## src/rtl/pirqf_pkg.sv

```systemverilog
package pirqf_pkg;
   // ----------------------------------------------------------------------
   // register map (byte addresses on the wishbone bus)
   // ----------------------------------------------------------------------
   localparam logic [7:0] PIRQF_FLAGS_ADDR = 8'h0C;
   localparam logic [7:0] PIRQF_ENABLES_ADDR = 8'h8C;
   localparam logic [7:0] PIRQF_CTRL_ADDR = 8'h10;
   localparam logic [7:0] PIRQF_STATUS_ADDR = 8'h14;
   localparam logic [7:0] PIRQF_MASK_ADDR = 8'h18;

   // ----------------------------------------------------------------------
   // field positions
   // ----------------------------------------------------------------------
   localparam int PIRQF_BIT_NVW = 7;
   localparam int PIRQF_BIT_CMP = 6;
   localparam int PIRQF_BIT_RX = 5;
   localparam int PIRQF_BIT_TX = 4;
   localparam int PIRQF_BIT_CCP = 2;
   localparam int PIRQF_BIT_TB = 1;
   localparam int PIRQF_BIT_TA = 0;
   localparam int PIRQF_CTRL_GLOBAL = 0;
   localparam int PIRQF_CTRL_PGATE = 1;
   localparam int PIRQF_STAT_PREQ = 0;
   localparam int PIRQF_STAT_CPU = 1;

   // writable flag bits, implemented enable bits
   localparam logic [7:0] PIRQF_FLAG_WMASK = 8'hC7;
   localparam logic [7:0] PIRQF_EN_MASK = 8'hF7;
   localparam logic [7:0] PIRQF_RESET_VAL = 8'h00;
   localparam logic [1:0] PIRQF_CTRL_RESET = 2'h0;
   localparam logic [1:0] PIRQF_STAT_RESET = 2'h0;

   // capture/compare unit modes
   typedef enum logic [1:0]
   {
      PIRQF_MODE_OFF = 2'h0,
      PIRQF_MODE_CAPTURE = 2'h1,
      PIRQF_MODE_COMPARE = 2'h3,
      PIRQF_MODE_PWM = 2'h2
   } pirqf_ccp_mode_t;
endpackage

```

## src/rtl/pirqf_core.sv

```systemverilog
`timescale 1ns/1ps
module pirqf_core
   import pirqf_pkg::*;
(
   input wire logic ref_clk,
   input wire logic resetn,
   input wire logic [7:0] wb_adr_i,
   input wire logic [31:0] wb_dat_i,
   output logic [31:0] wb_dat_o,
   input wire logic wb_we_i,
   input wire logic [3:0] wb_sel_i,
   input wire logic wb_cyc_i,
   input wire logic wb_stb_i,
   output logic wb_ack_o,
   input wire logic nv_write_done,
   input wire logic comparator_out,
   input wire logic serial_rx_full,
   input wire logic serial_tx_empty,
   input wire logic [1:0] capcmp_mode,
   input wire logic capcmp_capture,
   input wire logic capcmp_match,
   input wire logic timer_b_match,
   input wire logic timer_a_overflow,
   output logic peripheral_irq_req,
   output logic cpu_irq,
   output logic irq_o
);

   // ----------------------------------------------------------------------
   // pin input synchronisers
   // ----------------------------------------------------------------------
   // comparator output is asynchronous; others come from core-clock logic
   logic [2:0] cmp_sync_q;
   logic cmp_stable_q;
   logic cmp_change;

   always_ff @(posedge ref_clk or negedge resetn)
   begin
      if (!resetn)
         cmp_sync_q <= 3'h0;
      else
         cmp_sync_q <= {cmp_sync_q[1:0], comparator_out};
   end

   always_ff @(posedge ref_clk or negedge resetn)
   begin
      if (!resetn)
         cmp_stable_q <= 1'b0;
      else if (cmp_sync_q[1] == cmp_sync_q[2])
         cmp_stable_q <= cmp_sync_q[2];
   end

   // stable level resets to zero; a comparator already high at reset release flags an event
   assign cmp_change = (cmp_sync_q[1] == cmp_sync_q[2]) && (cmp_sync_q[2] != cmp_stable_q);

   // ----------------------------------------------------------------------
   // wishbone slave
   // ----------------------------------------------------------------------
   logic bus_req;
   logic wr_lo;
   logic rd_req;
   logic [7:0] flags_q;
   logic [7:0] enables_q;
   logic [1:0] ctrl_q;
   logic [7:0] status_q;
   logic [7:0] mask_q;
   logic [7:0] flag_view;
   logic [7:0] rd_data;
   pirqf_ccp_mode_t ccp_mode;

   assign bus_req = wb_cyc_i && wb_stb_i && !wb_ack_o;
   assign wr_lo = bus_req && wb_we_i && wb_sel_i[0];
   assign rd_req = bus_req && !wb_we_i;
   assign ccp_mode = pirqf_ccp_mode_t'(capcmp_mode);

   // serial bits mirror live buffer state, bit 3 is tied low
   always_comb
   begin
      flag_view = flags_q & PIRQF_FLAG_WMASK;
      flag_view[PIRQF_BIT_RX] = serial_rx_full;
      flag_view[PIRQF_BIT_TX] = serial_tx_empty;
   end

   always_comb
   begin
      case (wb_adr_i)
         PIRQF_FLAGS_ADDR: rd_data = flag_view;
         PIRQF_ENABLES_ADDR: rd_data = enables_q & PIRQF_EN_MASK;
         PIRQF_CTRL_ADDR: rd_data = {6'h00, ctrl_q};
         PIRQF_STATUS_ADDR: rd_data = status_q;
         PIRQF_MASK_ADDR: rd_data = mask_q;
         default: rd_data = 8'h00;
      endcase
   end

   // one-wait-state ack; unmapped addresses ack with zero data
   always_ff @(posedge ref_clk or negedge resetn)
   begin
      if (!resetn)
         wb_ack_o <= 1'b0;
      else
         wb_ack_o <= bus_req;
   end

   always_ff @(posedge ref_clk or negedge resetn)
   begin
      if (!resetn)
         wb_dat_o <= 32'h0000_0000;
      else if (rd_req)
         wb_dat_o <= {24'h00_0000, rd_data};
   end

   // ----------------------------------------------------------------------
   // flag register
   // ----------------------------------------------------------------------
   logic [7:0] flag_set;
   logic ccp_event;

   // pwm mode and off mode leave bit 2 alone
   always_comb
   begin
      case (ccp_mode)
         PIRQF_MODE_CAPTURE: ccp_event = capcmp_capture;
         PIRQF_MODE_COMPARE: ccp_event = capcmp_match;
         PIRQF_MODE_PWM: ccp_event = 1'b0;
         default: ccp_event = 1'b0;
      endcase
   end

   // set sources ignore every enable
   always_comb
   begin
      flag_set = 8'h00;
      flag_set[PIRQF_BIT_NVW] = nv_write_done;
      flag_set[PIRQF_BIT_CMP] = cmp_change;
      flag_set[PIRQF_BIT_CCP] = ccp_event;
      flag_set[PIRQF_BIT_TB] = timer_b_match;
      flag_set[PIRQF_BIT_TA] = timer_a_overflow;
   end

   // a set in the same cycle as a software clear wins
   always_ff @(posedge ref_clk or negedge resetn)
   begin
      if (!resetn)
         flags_q <= PIRQF_RESET_VAL;
      else if (wr_lo && wb_adr_i == PIRQF_FLAGS_ADDR)
         flags_q <= ((wb_dat_i[7:0] & PIRQF_FLAG_WMASK) | flag_set) & PIRQF_FLAG_WMASK;
      else
         flags_q <= (flags_q | flag_set) & PIRQF_FLAG_WMASK;
   end

   // ----------------------------------------------------------------------
   // enable and control registers
   // ----------------------------------------------------------------------
   always_ff @(posedge ref_clk or negedge resetn)
   begin
      if (!resetn)
         enables_q <= PIRQF_RESET_VAL;
      else if (wr_lo && wb_adr_i == PIRQF_ENABLES_ADDR)
         enables_q <= wb_dat_i[7:0] & PIRQF_EN_MASK;
   end

   always_ff @(posedge ref_clk or negedge resetn)
   begin
      if (!resetn)
         ctrl_q <= PIRQF_CTRL_RESET;
      else if (wr_lo && wb_adr_i == PIRQF_CTRL_ADDR)
         ctrl_q <= wb_dat_i[1:0];
   end

   // ----------------------------------------------------------------------
   // request forming
   // ----------------------------------------------------------------------
   logic [7:0] gated;
   logic preq_d;
   logic cpu_d;

   genvar gi;
   generate
      for (gi = 0; gi < 8; gi++)
      begin : g_gate
         assign gated[gi] = flag_view[gi] & enables_q[gi];
      end
   endgenerate

   assign preq_d = |gated;
   assign cpu_d = preq_d && ctrl_q[PIRQF_CTRL_PGATE] && ctrl_q[PIRQF_CTRL_GLOBAL];

   always_ff @(posedge ref_clk or negedge resetn)
   begin
      if (!resetn)
         peripheral_irq_req <= 1'b0;
      else
         peripheral_irq_req <= preq_d;
   end

   always_ff @(posedge ref_clk or negedge resetn)
   begin
      if (!resetn)
         cpu_irq <= 1'b0;
      else
         cpu_irq <= cpu_d;
   end

   // ----------------------------------------------------------------------
   // sticky status, mask, interrupt line
   // ----------------------------------------------------------------------
   logic [7:0] stat_set;

   always_comb
   begin
      stat_set = 8'h00;
      stat_set[PIRQF_STAT_PREQ] = preq_d && !peripheral_irq_req;
      stat_set[PIRQF_STAT_CPU] = cpu_d && !cpu_irq;
   end

   // read-to-clear; an edge in the read cycle stays set
   always_ff @(posedge ref_clk or negedge resetn)
   begin
      if (!resetn)
         status_q <= PIRQF_RESET_VAL;
      else if (rd_req && wb_adr_i == PIRQF_STATUS_ADDR)
         status_q <= stat_set;
      else
         status_q <= status_q | stat_set;
   end

   always_ff @(posedge ref_clk or negedge resetn)
   begin
      if (!resetn)
         mask_q <= PIRQF_RESET_VAL;
      else if (wr_lo && wb_adr_i == PIRQF_MASK_ADDR)
         mask_q <= wb_dat_i[7:0];
   end

   always_ff @(posedge ref_clk or negedge resetn)
   begin
      if (!resetn)
         irq_o <= 1'b0;
      else
         irq_o <= |((status_q | stat_set) & mask_q);
   end

   // ----------------------------------------------------------------------
   // checks
   // ----------------------------------------------------------------------
   property p_flag_sets;
      @(posedge ref_clk) disable iff (!resetn)
      timer_a_overflow |=> flags_q[PIRQF_BIT_TA];
   endproperty
   a_flag_sets: assert property (p_flag_sets) else $error("overflow flag not set");

   property p_nvw_hold;
      @(posedge ref_clk) disable iff (!resetn)
      flags_q[PIRQF_BIT_NVW] && !(wr_lo && wb_adr_i == PIRQF_FLAGS_ADDR)
         |=> flags_q[PIRQF_BIT_NVW];
   endproperty
   a_nvw_hold: assert property (p_nvw_hold) else $error("write-done flag dropped");

   property p_tb_set;
      @(posedge ref_clk) disable iff (!resetn)
      timer_b_match |=> flags_q[PIRQF_BIT_TB];
   endproperty
   a_tb_set: assert property (p_tb_set) else $error("period flag not set");

   property p_cmp_edge;
      @(posedge ref_clk) disable iff (!resetn)
      $changed(cmp_stable_q) |-> flags_q[PIRQF_BIT_CMP];
   endproperty
   a_cmp_edge: assert property (p_cmp_edge) else $error("comparator flag missed");

   property p_rx_view;
      @(posedge ref_clk) disable iff (!resetn)
      rd_req && wb_adr_i == PIRQF_FLAGS_ADDR
         |=> wb_dat_o[PIRQF_BIT_RX] == $past(serial_rx_full)
         && (wb_dat_o[7:0] & ~PIRQF_EN_MASK) == 8'h00;
   endproperty
   a_rx_view: assert property (p_rx_view) else $error("flag read wrong");

   property p_pwm_quiet;
      @(posedge ref_clk) disable iff (!resetn)
      ccp_mode == PIRQF_MODE_PWM && !flags_q[PIRQF_BIT_CCP]
         && !(wr_lo && wb_adr_i == PIRQF_FLAGS_ADDR) |=> !flags_q[PIRQF_BIT_CCP];
   endproperty
   a_pwm_quiet: assert property (p_pwm_quiet) else $error("pwm set bit 2");

   // judged from flags and enables directly, so a broken gate loop shows
   property p_req_on;
      @(posedge ref_clk) disable iff (!resetn)
      |(flag_view & enables_q) |=> peripheral_irq_req;
   endproperty
   a_req_on: assert property (p_req_on) else $error("request missing");

   property p_req_off;
      @(posedge ref_clk) disable iff (!resetn)
      !(|(flag_view & enables_q)) |=> !peripheral_irq_req;
   endproperty
   a_req_off: assert property (p_req_off) else $error("request without source");

   property p_global_mask;
      @(posedge ref_clk) disable iff (!resetn)
      !ctrl_q[PIRQF_CTRL_GLOBAL] |=> !cpu_irq;
   endproperty
   a_global_mask: assert property (p_global_mask) else $error("irq while disabled");

   property p_pgate_mask;
      @(posedge ref_clk) disable iff (!resetn)
      !ctrl_q[PIRQF_CTRL_PGATE] |=> !cpu_irq;
   endproperty
   a_pgate_mask: assert property (p_pgate_mask) else $error("irq while gated");

   property p_en_bit3;
      @(posedge ref_clk) disable iff (!resetn)
      (enables_q & ~PIRQF_EN_MASK) == 8'h00 && (flags_q & ~PIRQF_FLAG_WMASK) == 8'h00;
   endproperty
   a_en_bit3: assert property (p_en_bit3) else $error("bit 3 set");

   property p_nvw_set;
      @(posedge ref_clk) disable iff (!resetn)
      nv_write_done |=> flags_q[PIRQF_BIT_NVW];
   endproperty
   a_nvw_set: assert property (p_nvw_set) else $error("write-done flag not set");

   property p_capture_set;
      @(posedge ref_clk) disable iff (!resetn)
      ccp_mode == PIRQF_MODE_CAPTURE && capcmp_capture |=> flags_q[PIRQF_BIT_CCP];
   endproperty
   a_capture_set: assert property (p_capture_set) else $error("capture flag not set");

   property p_compare_set;
      @(posedge ref_clk) disable iff (!resetn)
      ccp_mode == PIRQF_MODE_COMPARE && capcmp_match |=> flags_q[PIRQF_BIT_CCP];
   endproperty
   a_compare_set: assert property (p_compare_set) else $error("match flag not set");

   property p_tx_view;
      @(posedge ref_clk) disable iff (!resetn)
      rd_req && wb_adr_i == PIRQF_FLAGS_ADDR
         |=> wb_dat_o[PIRQF_BIT_TX] == $past(serial_tx_empty);
   endproperty
   a_tx_view: assert property (p_tx_view) else $error("transmit bit read wrong");

   property p_rx_gate;
      @(posedge ref_clk) disable iff (!resetn)
      enables_q[PIRQF_BIT_RX] && serial_rx_full |=> peripheral_irq_req;
   endproperty
   a_rx_gate: assert property (p_rx_gate) else $error("receive request missing");

   property p_tx_gate;
      @(posedge ref_clk) disable iff (!resetn)
      enables_q[PIRQF_BIT_TX] && serial_tx_empty |=> peripheral_irq_req;
   endproperty
   a_tx_gate: assert property (p_tx_gate) else $error("transmit request missing");

   property p_flag_clear;
      @(posedge ref_clk) disable iff (!resetn)
      wr_lo && wb_adr_i == PIRQF_FLAGS_ADDR && !wb_dat_i[PIRQF_BIT_TA] && !timer_a_overflow
         |=> !flags_q[PIRQF_BIT_TA];
   endproperty
   a_flag_clear: assert property (p_flag_clear) else $error("overflow flag not cleared");

endmodule

```

## config.mk

```make
export PLATFORM = sky130hd
export DESIGN_NAME = pirqf_core
export DESIGN_NICKNAME = d
export VERILOG_FILES = /design/src/rtl/pirqf_pkg.sv /design/src/rtl/pirqf_core.sv
export SDC_FILE = /design/constraint.sdc
export NUM_CORES = 1
export LEC_CHECK = 0
export ABC_AREA = 0
export ABC_CLOCK_PERIOD_IN_PS = 3800
export BUFFER_PORTS_ARGS = -buffer_cell sky130_fd_sc_hd__buf_4
export CORE_MARGIN = 1
export CORE_UTILIZATION = 47
export DETAILED_ROUTE_END_ITERATION = 16
export PLACE_DENSITY = 0.79
export SYNTH_ARGS = -nofsm -noshare
export SYNTH_HDL_FRONTEND = slang
export SYNTH_SLANG_ARGS = --single-unit
```

## constraint.sdc

```tcl
create_clock -name ref_clk -period 3.8 [get_ports ref_clk]
set_input_delay 0.38 -clock ref_clk [delete_from_list [all_inputs] [get_ports ref_clk]]
set_output_delay 0.38 -clock ref_clk [all_outputs]
set_load 0.005 [all_outputs]
```

==> results.py, run 1 <==
metrics = {
    "logic_synthesis": {
        "yosysTopAreaCell": "dfrtp_1",
        "synthXorXnorAreaFrac_pct": 0,
        "synth_top_family_by_area": "multiplexers",
        "synth_edf_count": 0,
        "synth_adder_area_share_pct": 0.490,
        "post_synth_mux_area_share_pct": 15.1,
        "synthTopCellsByArea": "dfrtp_1, mux2_2, buf_4",
        "synth_area_um2": 2040,
        "yosys.area.top_type_share_pct": 49.0,
        "yosysWarningCount": 0,
        "synth_seq_area_share_pct": 49.0,
        "synth_compound_area_share_pct": 11.8,
        "yosys.area_share.simple_pct": 12.6,
        "ys_seq_elements": 40,
        "synth_cell_types": 40,
        "synthFlopType": "dfrtp_1",
        "synthCells": 181,
        "syn_avg_cell_area_um2": 11.3,
        "synthArstFlopShare_pct": 100,
    },
    "grt": {
        "grt_pass1_vias": 1301,
        "met1_usage_pct": 23.3,
        "track_usage_pct": 17.8,
        "grt_pass1_wl_mm": 5.93,
        "grtUsageMet2_pct": 28.6,
        "grt.overflow.total": 0,
        "antenna_found_initial": 0,
        "grt.met3_usage_pct": 5.33,
        "grt_max_degree": 41,
        "top_usage_layer": "met2",
    },
    "cts": {
        "cts_inserted_buffers": 5,
        "cts_max_path_buffers": 2,
        "clk_latency_ns": 0.29,
        "htreeDepth": 2,
        "clockRootBuffer": "clkbuf_8",
        "cts_tree": "yes",
        "numClockSinks": 40,
        "clkTransAtPathRegs_ns": 0.07,
        "post_cts_resized": 0,
        "hold_buffers": 0,
        "cts_setup_buffers": 0,
    },
    "finish": {
        "antenna_cells": 0,
        "fillers": 377,
        "area_growth_pct": 16.4,
        "mostFrequentLayoutCells": "buf_4, dfrtp_1, conb_1",
        "fin_area_um2": 2380,
        "drive_gt1_share_pct": 35.0,
        "final_nets": 282,
        "layout_commonest_cell": "buf_4",
    },
    "timing": {
        "rsz0062_at_grt": "no",
        "setup_viol": 0,
        "max_slew_margin_pct": 63.1,
        "fin_crit_ns": 2.16,
        "finalSetupTns_ns": 0,
        "clock-skew-final_ns": 0.00696,
        "fmax_mhz": 464,
        "slew_violations": 0,
        "finalCritPeriodShare_pct": 56.8,
        "tightest_slew_ns": 0.549,
        "setup_ws_ns": 1.64,
        "hold_violations": 0,
    },
    "route": {
        "wl_per_cell_um": 13.9,
        "drt_iter0_markers": 64,
        "drc": 0,
        "route.vias.total": 1429,
        "dr.pass1.iters": 4,
        "via_per_inst": 5.23,
        "wirelength_mm": 3.80,
        "ant_nets": 0,
    },
    "worst_setup_path": {
        "cp-start-kind": "primary input",
        "cp.arrival_ns": 2.33,
        "cp_max_fo": 8,
        "criticalPathCategory": "in -> reg",
        "required_ns": 3.97,
        "cp-end-kind": "flop",
    },
    "power": {
        "power.density_nw_per_um2": 330,
        "p_leak_nw": 1.14,
        "ir_worst_vdd_mv": 0.212,
    },
    "place": {
        "postPlaceCellArea_um2": 2300,
        "dp_hpwl_mm": 2.88,
        "gp_congestion": 0.851,
        "pre_cts_ws_ns": 1.33,
        "port_buffers": 43,
    },
    "worst_hold_path": {
        "hold_class": "in -> async",
    },
    "floorplanning": {
        "num_io_pins": 95,
        "die_w_um": 67.9,
        "dieArea_um2": 4620,
        "start_util_pct": 50.0,
        "die_h_um": 67.9,
        "row_count": 23,
        "design.core.area_um2": 4090,
    },
    "run": {
        "cap_violations": 0,
    },
    "run_status": {
        "status": "finished clean",
    },
}
==> sequential cells by signal, summed over array words and instances, names as in the netlist <==
register and flops:
mask_q 8, wb_dat_o 8, enables_q 7, flags_q 5, cmp_sync_q 3, ctrl_q 2
status_q 2, cmp_stable_q 1, cpu_irq 1, irq_o 1, peripheral_irq_req 1, wb_ack_o 1
==> power breakdown <==
part           total (mW)  internal (mW)  switching (mW)
logic              0.0835         0.0425          0.0411
clock network       0.261          0.125           0.137
registers           0.440          0.435         0.00565
total               0.785          0.602           0.183
==> path summary, 6_finish.rpt <==
path	start	to	slack, ns	cells past startpoint
worst max-delay path	wb_adr_i[6]	mask_q[6]	1.64	5
worst min-delay path	resetn	irq_o	0.05	1
worst max register to register	wb_ack_o	enables_q[1]	2.01	4
worst min register to register	cmp_sync_q[0]	cmp_sync_q[1]	0.35	0
max in group asynchronous	resetn	flags_q[7]	3.41	1
min in group ref_clk	comparator_out	cmp_sync_q[0]	0.20	1
==> Yosys cell counts (2+ instances only) <==
library cell	n
a22oi_1	10
o21ai_0	14
nand3b_1	2
mux2i_1	2
and3b_1	2
mux2_2	23
nand2b_1	2
clkbuf_1	5
mux2_4	2
buf_4	24
nor2b_1	2
dfrtp_1	40
a21oi_1	4
nand2_1	16
nor2_1	4
inv_1	2
a31oi_1	4
==> through the flow <==
stage	util, %	instances	power, mW	hold WS, ns
finish	58.2	273	0.785	0.0537
global route	58.2	273	0.820	0.0855
CTS	58.2	273	0.794	0.0685
detailed placement	56.3	266	0.533	0.337
global placement	56.3	266	0.531	0.333
floorplan	-	204	0.501	0.0844
==> layout make-up <==
| class | instances | area, um^2 | share of cell area (%) |
|---|---|---|---|
| clock buffers | 6 | 72.6 | 3.05 |
| flip-flops and latches | 40 | 1000 | 42.1 |
| well taps | 50 | 62.6 | 2.63 |
| repair buffers | 43 | 323 | 13.6 |
| multi-input cells | 131 | 906 | 38.1 |
| inverters | 2 | 7.51 | 0.316 |
| clock inverters | 1 | 5.00 | 0.211 |
==> metal layers <==
metal / part of all wire (%) / vias to the layer above
li1: - / 681
met1: 46 / 690
met2: 47 / 51
met3: 6.0 / 7
met4: 1.0 / 0
met5: 0 / -
==> worst max-delay path, stage by stage <==
cell	delay (ns)
buf_4	0.11
or4_4	0.57
nor4b_4	0.42
and2b_1	0.47
mux2_2	0.38
==> cells by family (layout without fill, tap and decap cells) <==
logic type                 count (synthesis)  after routing
AOI/OAI and AO/OA                         38             38
and+or+nand+nor                           41             41
other                                      1             24
muxes                                     27             27
adders and majority gates                  1              1
DFF                                       40             40
buffers and inverters                     33             52
Note: power is estimated with default switching activity, not from simulation.
==> run 2: changes to the inputs <==
==> config.mk (replaced) <==
export PLATFORM = sky130hd
export DESIGN_NAME = pirqf_core
export DESIGN_NICKNAME = d
export VERILOG_FILES = /design/src/rtl/pirqf_pkg.sv /design/src/rtl/pirqf_core.sv
export SDC_FILE = /design/constraint.sdc
export NUM_CORES = 1
export LEC_CHECK = 0
export ABC_AREA = 1
export ABC_CLOCK_PERIOD_IN_PS = 1800
export BUFFER_PORTS_ARGS = -buffer_cell sky130_fd_sc_hd__buf_4
export CORE_MARGIN = 1
export CORE_UTILIZATION = 43
export DETAILED_ROUTE_END_ITERATION = 16
export PLACE_DENSITY = 0.76
export SYNTH_ARGS = -nofsm -noshare
export SYNTH_HDL_FRONTEND = slang
export SYNTH_SLANG_ARGS = --single-unit
==> constraint.sdc (replaced) <==
create_clock -name ref_clk -period 1.8 [get_ports ref_clk]
set_input_delay 0.18 -clock ref_clk [delete_from_list [all_inputs] [get_ports ref_clk]]
set_output_delay 0.18 -clock ref_clk [all_outputs]
set_load 0.005 [all_outputs]
==> results.py, run 2 <==
metrics = {
    "route": {
        "via_per_inst": 4.49,
        "drt_iter0_markers": 99,
        "route.vias.total": 1762,
        "drc": 0,
        "dr.pass1.iters": 4,
        "ant_nets": 0,
        "wirelength_mm": 4.31,
        "wl_per_cell_um": 11.0,
    },
    "worst_setup_path": {
        "cp_common_cell": "nor2_2",
        "cp.arrival_ns": 1.57,
        "criticalPathCategory": "reg -> reg",
        "critPathTopFamily": "simple AND/OR/NAND/NOR gates",
        "slowest_delay_ns": 0.39,
        "cp-startpoint": "wb_ack_o",
        "worstPathCellList": "nor2_2 -> inv_1 -> nor2_2 -> nand2_2 -> nand2_1 -> o211ai_1",
        "cp-start-kind": "flop",
        "cp-end-kind": "flop",
        "r2r-start": "wb_ack_o",
        "critPathBufInv": 1,
        "slowest_stage": "dfrtp_1",
        "required_ns": 1.97,
        "cp_max_fo": 10,
    },
    "timing": {
        "finalSetupTns_ns": 0,
        "fmax_mhz": 714,
        "setup_viol": 0,
        "finalCritPeriodShare_pct": 77.8,
        "hold_violations": 0,
        "clock-skew-final_ns": 0.00757,
        "fin_crit_ns": 1.40,
        "rsz0062_at_grt": "no",
        "slew_violations": 0,
    },
    "floorplanning": {
        "design.core.area_um2": 4750,
        "num_io_pins": 95,
        "start_util_pct": 45.0,
        "die_w_um": 72.6,
        "dieArea_um2": 5260,
        "row_count": 25,
        "die_h_um": 72.6,
    },
    "finish": {
        "regArea_um2": 1000,
        "final_util_pct": 54.9,
        "final_nets": 383,
        "drive_gt1_share_pct": 21.8,
        "antenna_cells": 0,
        "fillers": 470,
        "layout_commonest_cell": "nand2_1",
        "multi_input_area_um2": 890,
        "top_regs": "mask_q: 8 flops, wb_dat_o: 8 flops, enables_q: 7 flops",
        "mostFrequentLayoutCells": "nand2_1, buf_4, dfrtp_1",
        "area_growth_pct": 21.9,
    },
    "place": {
        "gp_congestion": 0.746,
        "dp_hpwl_mm": 3.23,
        "port_buffers": 43,
    },
    "grt": {
        "track_usage_pct": 18.3,
        "grt.overflow.total": 0,
        "grt_max_degree": 41,
        "grt_pass1_wl_mm": 7.18,
        "grt_pass1_vias": 1698,
        "antenna_found_initial": 0,
    },
    "power": {
        "ir_worst_vdd_mv": 0.443,
        "total_power_mw": 1.92,
        "p_leak_nw": 1.45,
        "power.density_nw_per_um2": 737,
    },
    "logic_synthesis": {
        "yosys.area.top_type_share_pct": 46.8,
        "yosysWarningCount": 0,
        "yosysTopAreaCell": "dfrtp_1",
        "synth_cell_types": 24,
        "synthCells": 272,
        "synthTopCellsByArea": "dfrtp_1, nand2_1, buf_4",
        "ys_top_cells_by_count": "nand2_1, dfrtp_1, inv_1, buf_4, nand3_1",
        "synth_seq_area_share_pct": 46.8,
        "synth_adder_area_share_pct": 0,
        "yosys.area_share.simple_pct": 29.2,
        "synth_compound_area_share_pct": 8.18,
        "post_synth_mux_area_share_pct": 0,
        "synth_area_um2": 2140,
        "synthMostInstantiatedCell": "nand2_1",
        "ys_seq_elements": 40,
        "synthFlopType": "dfrtp_1",
        "syn_avg_cell_area_um2": 7.87,
        "synthXorXnorAreaFrac_pct": 0,
        "synth_edf_count": 0,
        "synthArstFlopShare_pct": 100,
        "synth_top_family_by_area": "simple AND/OR/NAND/NOR gates",
    },
    "cts": {
        "cts_max_path_buffers": 2,
        "clkTransAtPathRegs_ns": 0.08,
        "cts_inserted_buffers": 5,
        "post_cts_resized": 0,
        "numClockSinks": 40,
        "cts_setup_buffers": 0,
        "clockRootBuffer": "clkbuf_8",
        "clk_latency_ns": 0.30,
        "htreeDepth": 2,
        "cts_tree": "yes",
    },
    "run_status": {
        "status": "finished clean",
    },
    "worst_hold_path": {
        "hold_class": "in -> reg",
        "min_from": "wb_dat_i[3]",
    },
    "run": {
        "cap_violations": 0,
    },
}
-- run 2: cell count changes after synthesis, sizes merged, moves of 4 or more --
| cell | delta |
|---|---|
| a22oi | -10 |
| nand3 | +21 |
| o21ai | +4 |
| o211ai | +5 |
| clkbuf | -5 |
| a31oi | -4 |
| nor2 | +15 |
| inv | +34 |
| nand2 | +77 |
| mux2 | -25 |
-- run 2: power by group --
part / switching, mW / internal (mW)
Combinational: 0.106 / 0.0842
Clock: 0.312 / 0.489
Sequential: 0.0114 / 0.920
-- run 2: routing by layer --
| metal | up-vias | wire, um | global-route usage, % |
|---|---|---|---|
| li1 | 899 | - | - |
| met1 | 800 | 1870 | 21.9 |
| met2 | 55 | 2150 | 32.4 |
| met3 | 8 | 207 | 2.92 |
| met4 | 0 | 79 | 8.28 |
| met5 | - | 0 | 0 |
-- run 2: metrics by stage --
stage	area [um^2]	instances	worst slack [ns]	hold WS, ns
6_report	2610	392	0.399	0.0882
5_1_grt	2610	392	0.256	0.106
4_1_cts	2610	392	0.385	0.0810
3_5_place_dp	2460	382	0.386	0.184
3_3_place_gp	2460	382	0.419	0.179
2_1_floorplan	2230	295	0.552	-0.116
-- run 2: cells by family after synthesis --
logic type	after synthesis
buffers and inverters	63
other	1
AND/OR/NAND/NOR	138
AO/OA/AOI/OAI	30
flip-flops	40
-- run 2: what timing repair did --
| action | 4_1_cts | 5_1_grt |
|---|---|---|
| hold buffers | 2 | 0 |
| hold endpoints to repair | 41 | 0 |
| endpoints found under the setup margin | 0 | 0 |
-- run 2: final cells by class --
| cell class | instances | share of cell area [%] |
|---|---|---|
| Tap cell | 67 | 3.21 |
| Clock buffer | 7 | 3.69 |
| Inverter | 36 | 5.18 |
| Multi-Input combinational cell | 192 | 34.1 |
| Clock inverter | 1 | 1.15 |
| Sequential cell | 40 | 38.4 |
| Timing Repair Buffer | 49 | 14.3 |
-- run 2: path summary, 6_finish.rpt --
path | end | slack (ns) | depth (start not counted)
max | flags_q[6] | 0.40 | 6
min | mask_q[3] | 0.09 | 3
max reg2reg | flags_q[6] | 0.40 | 6
min reg2reg | cmp_sync_q[1] | 0.36 | 0
max in group asynchronous | mask_q[7] | 1.07 | 2
min in group asynchronous | cmp_sync_q[2] | 0.38 | 2
-- run 2: tightest hold or removal path, stage by stage --
cell and delay [ns]:
buf_4 0.08, nand2_2 0.04, o21ai_2 0.04
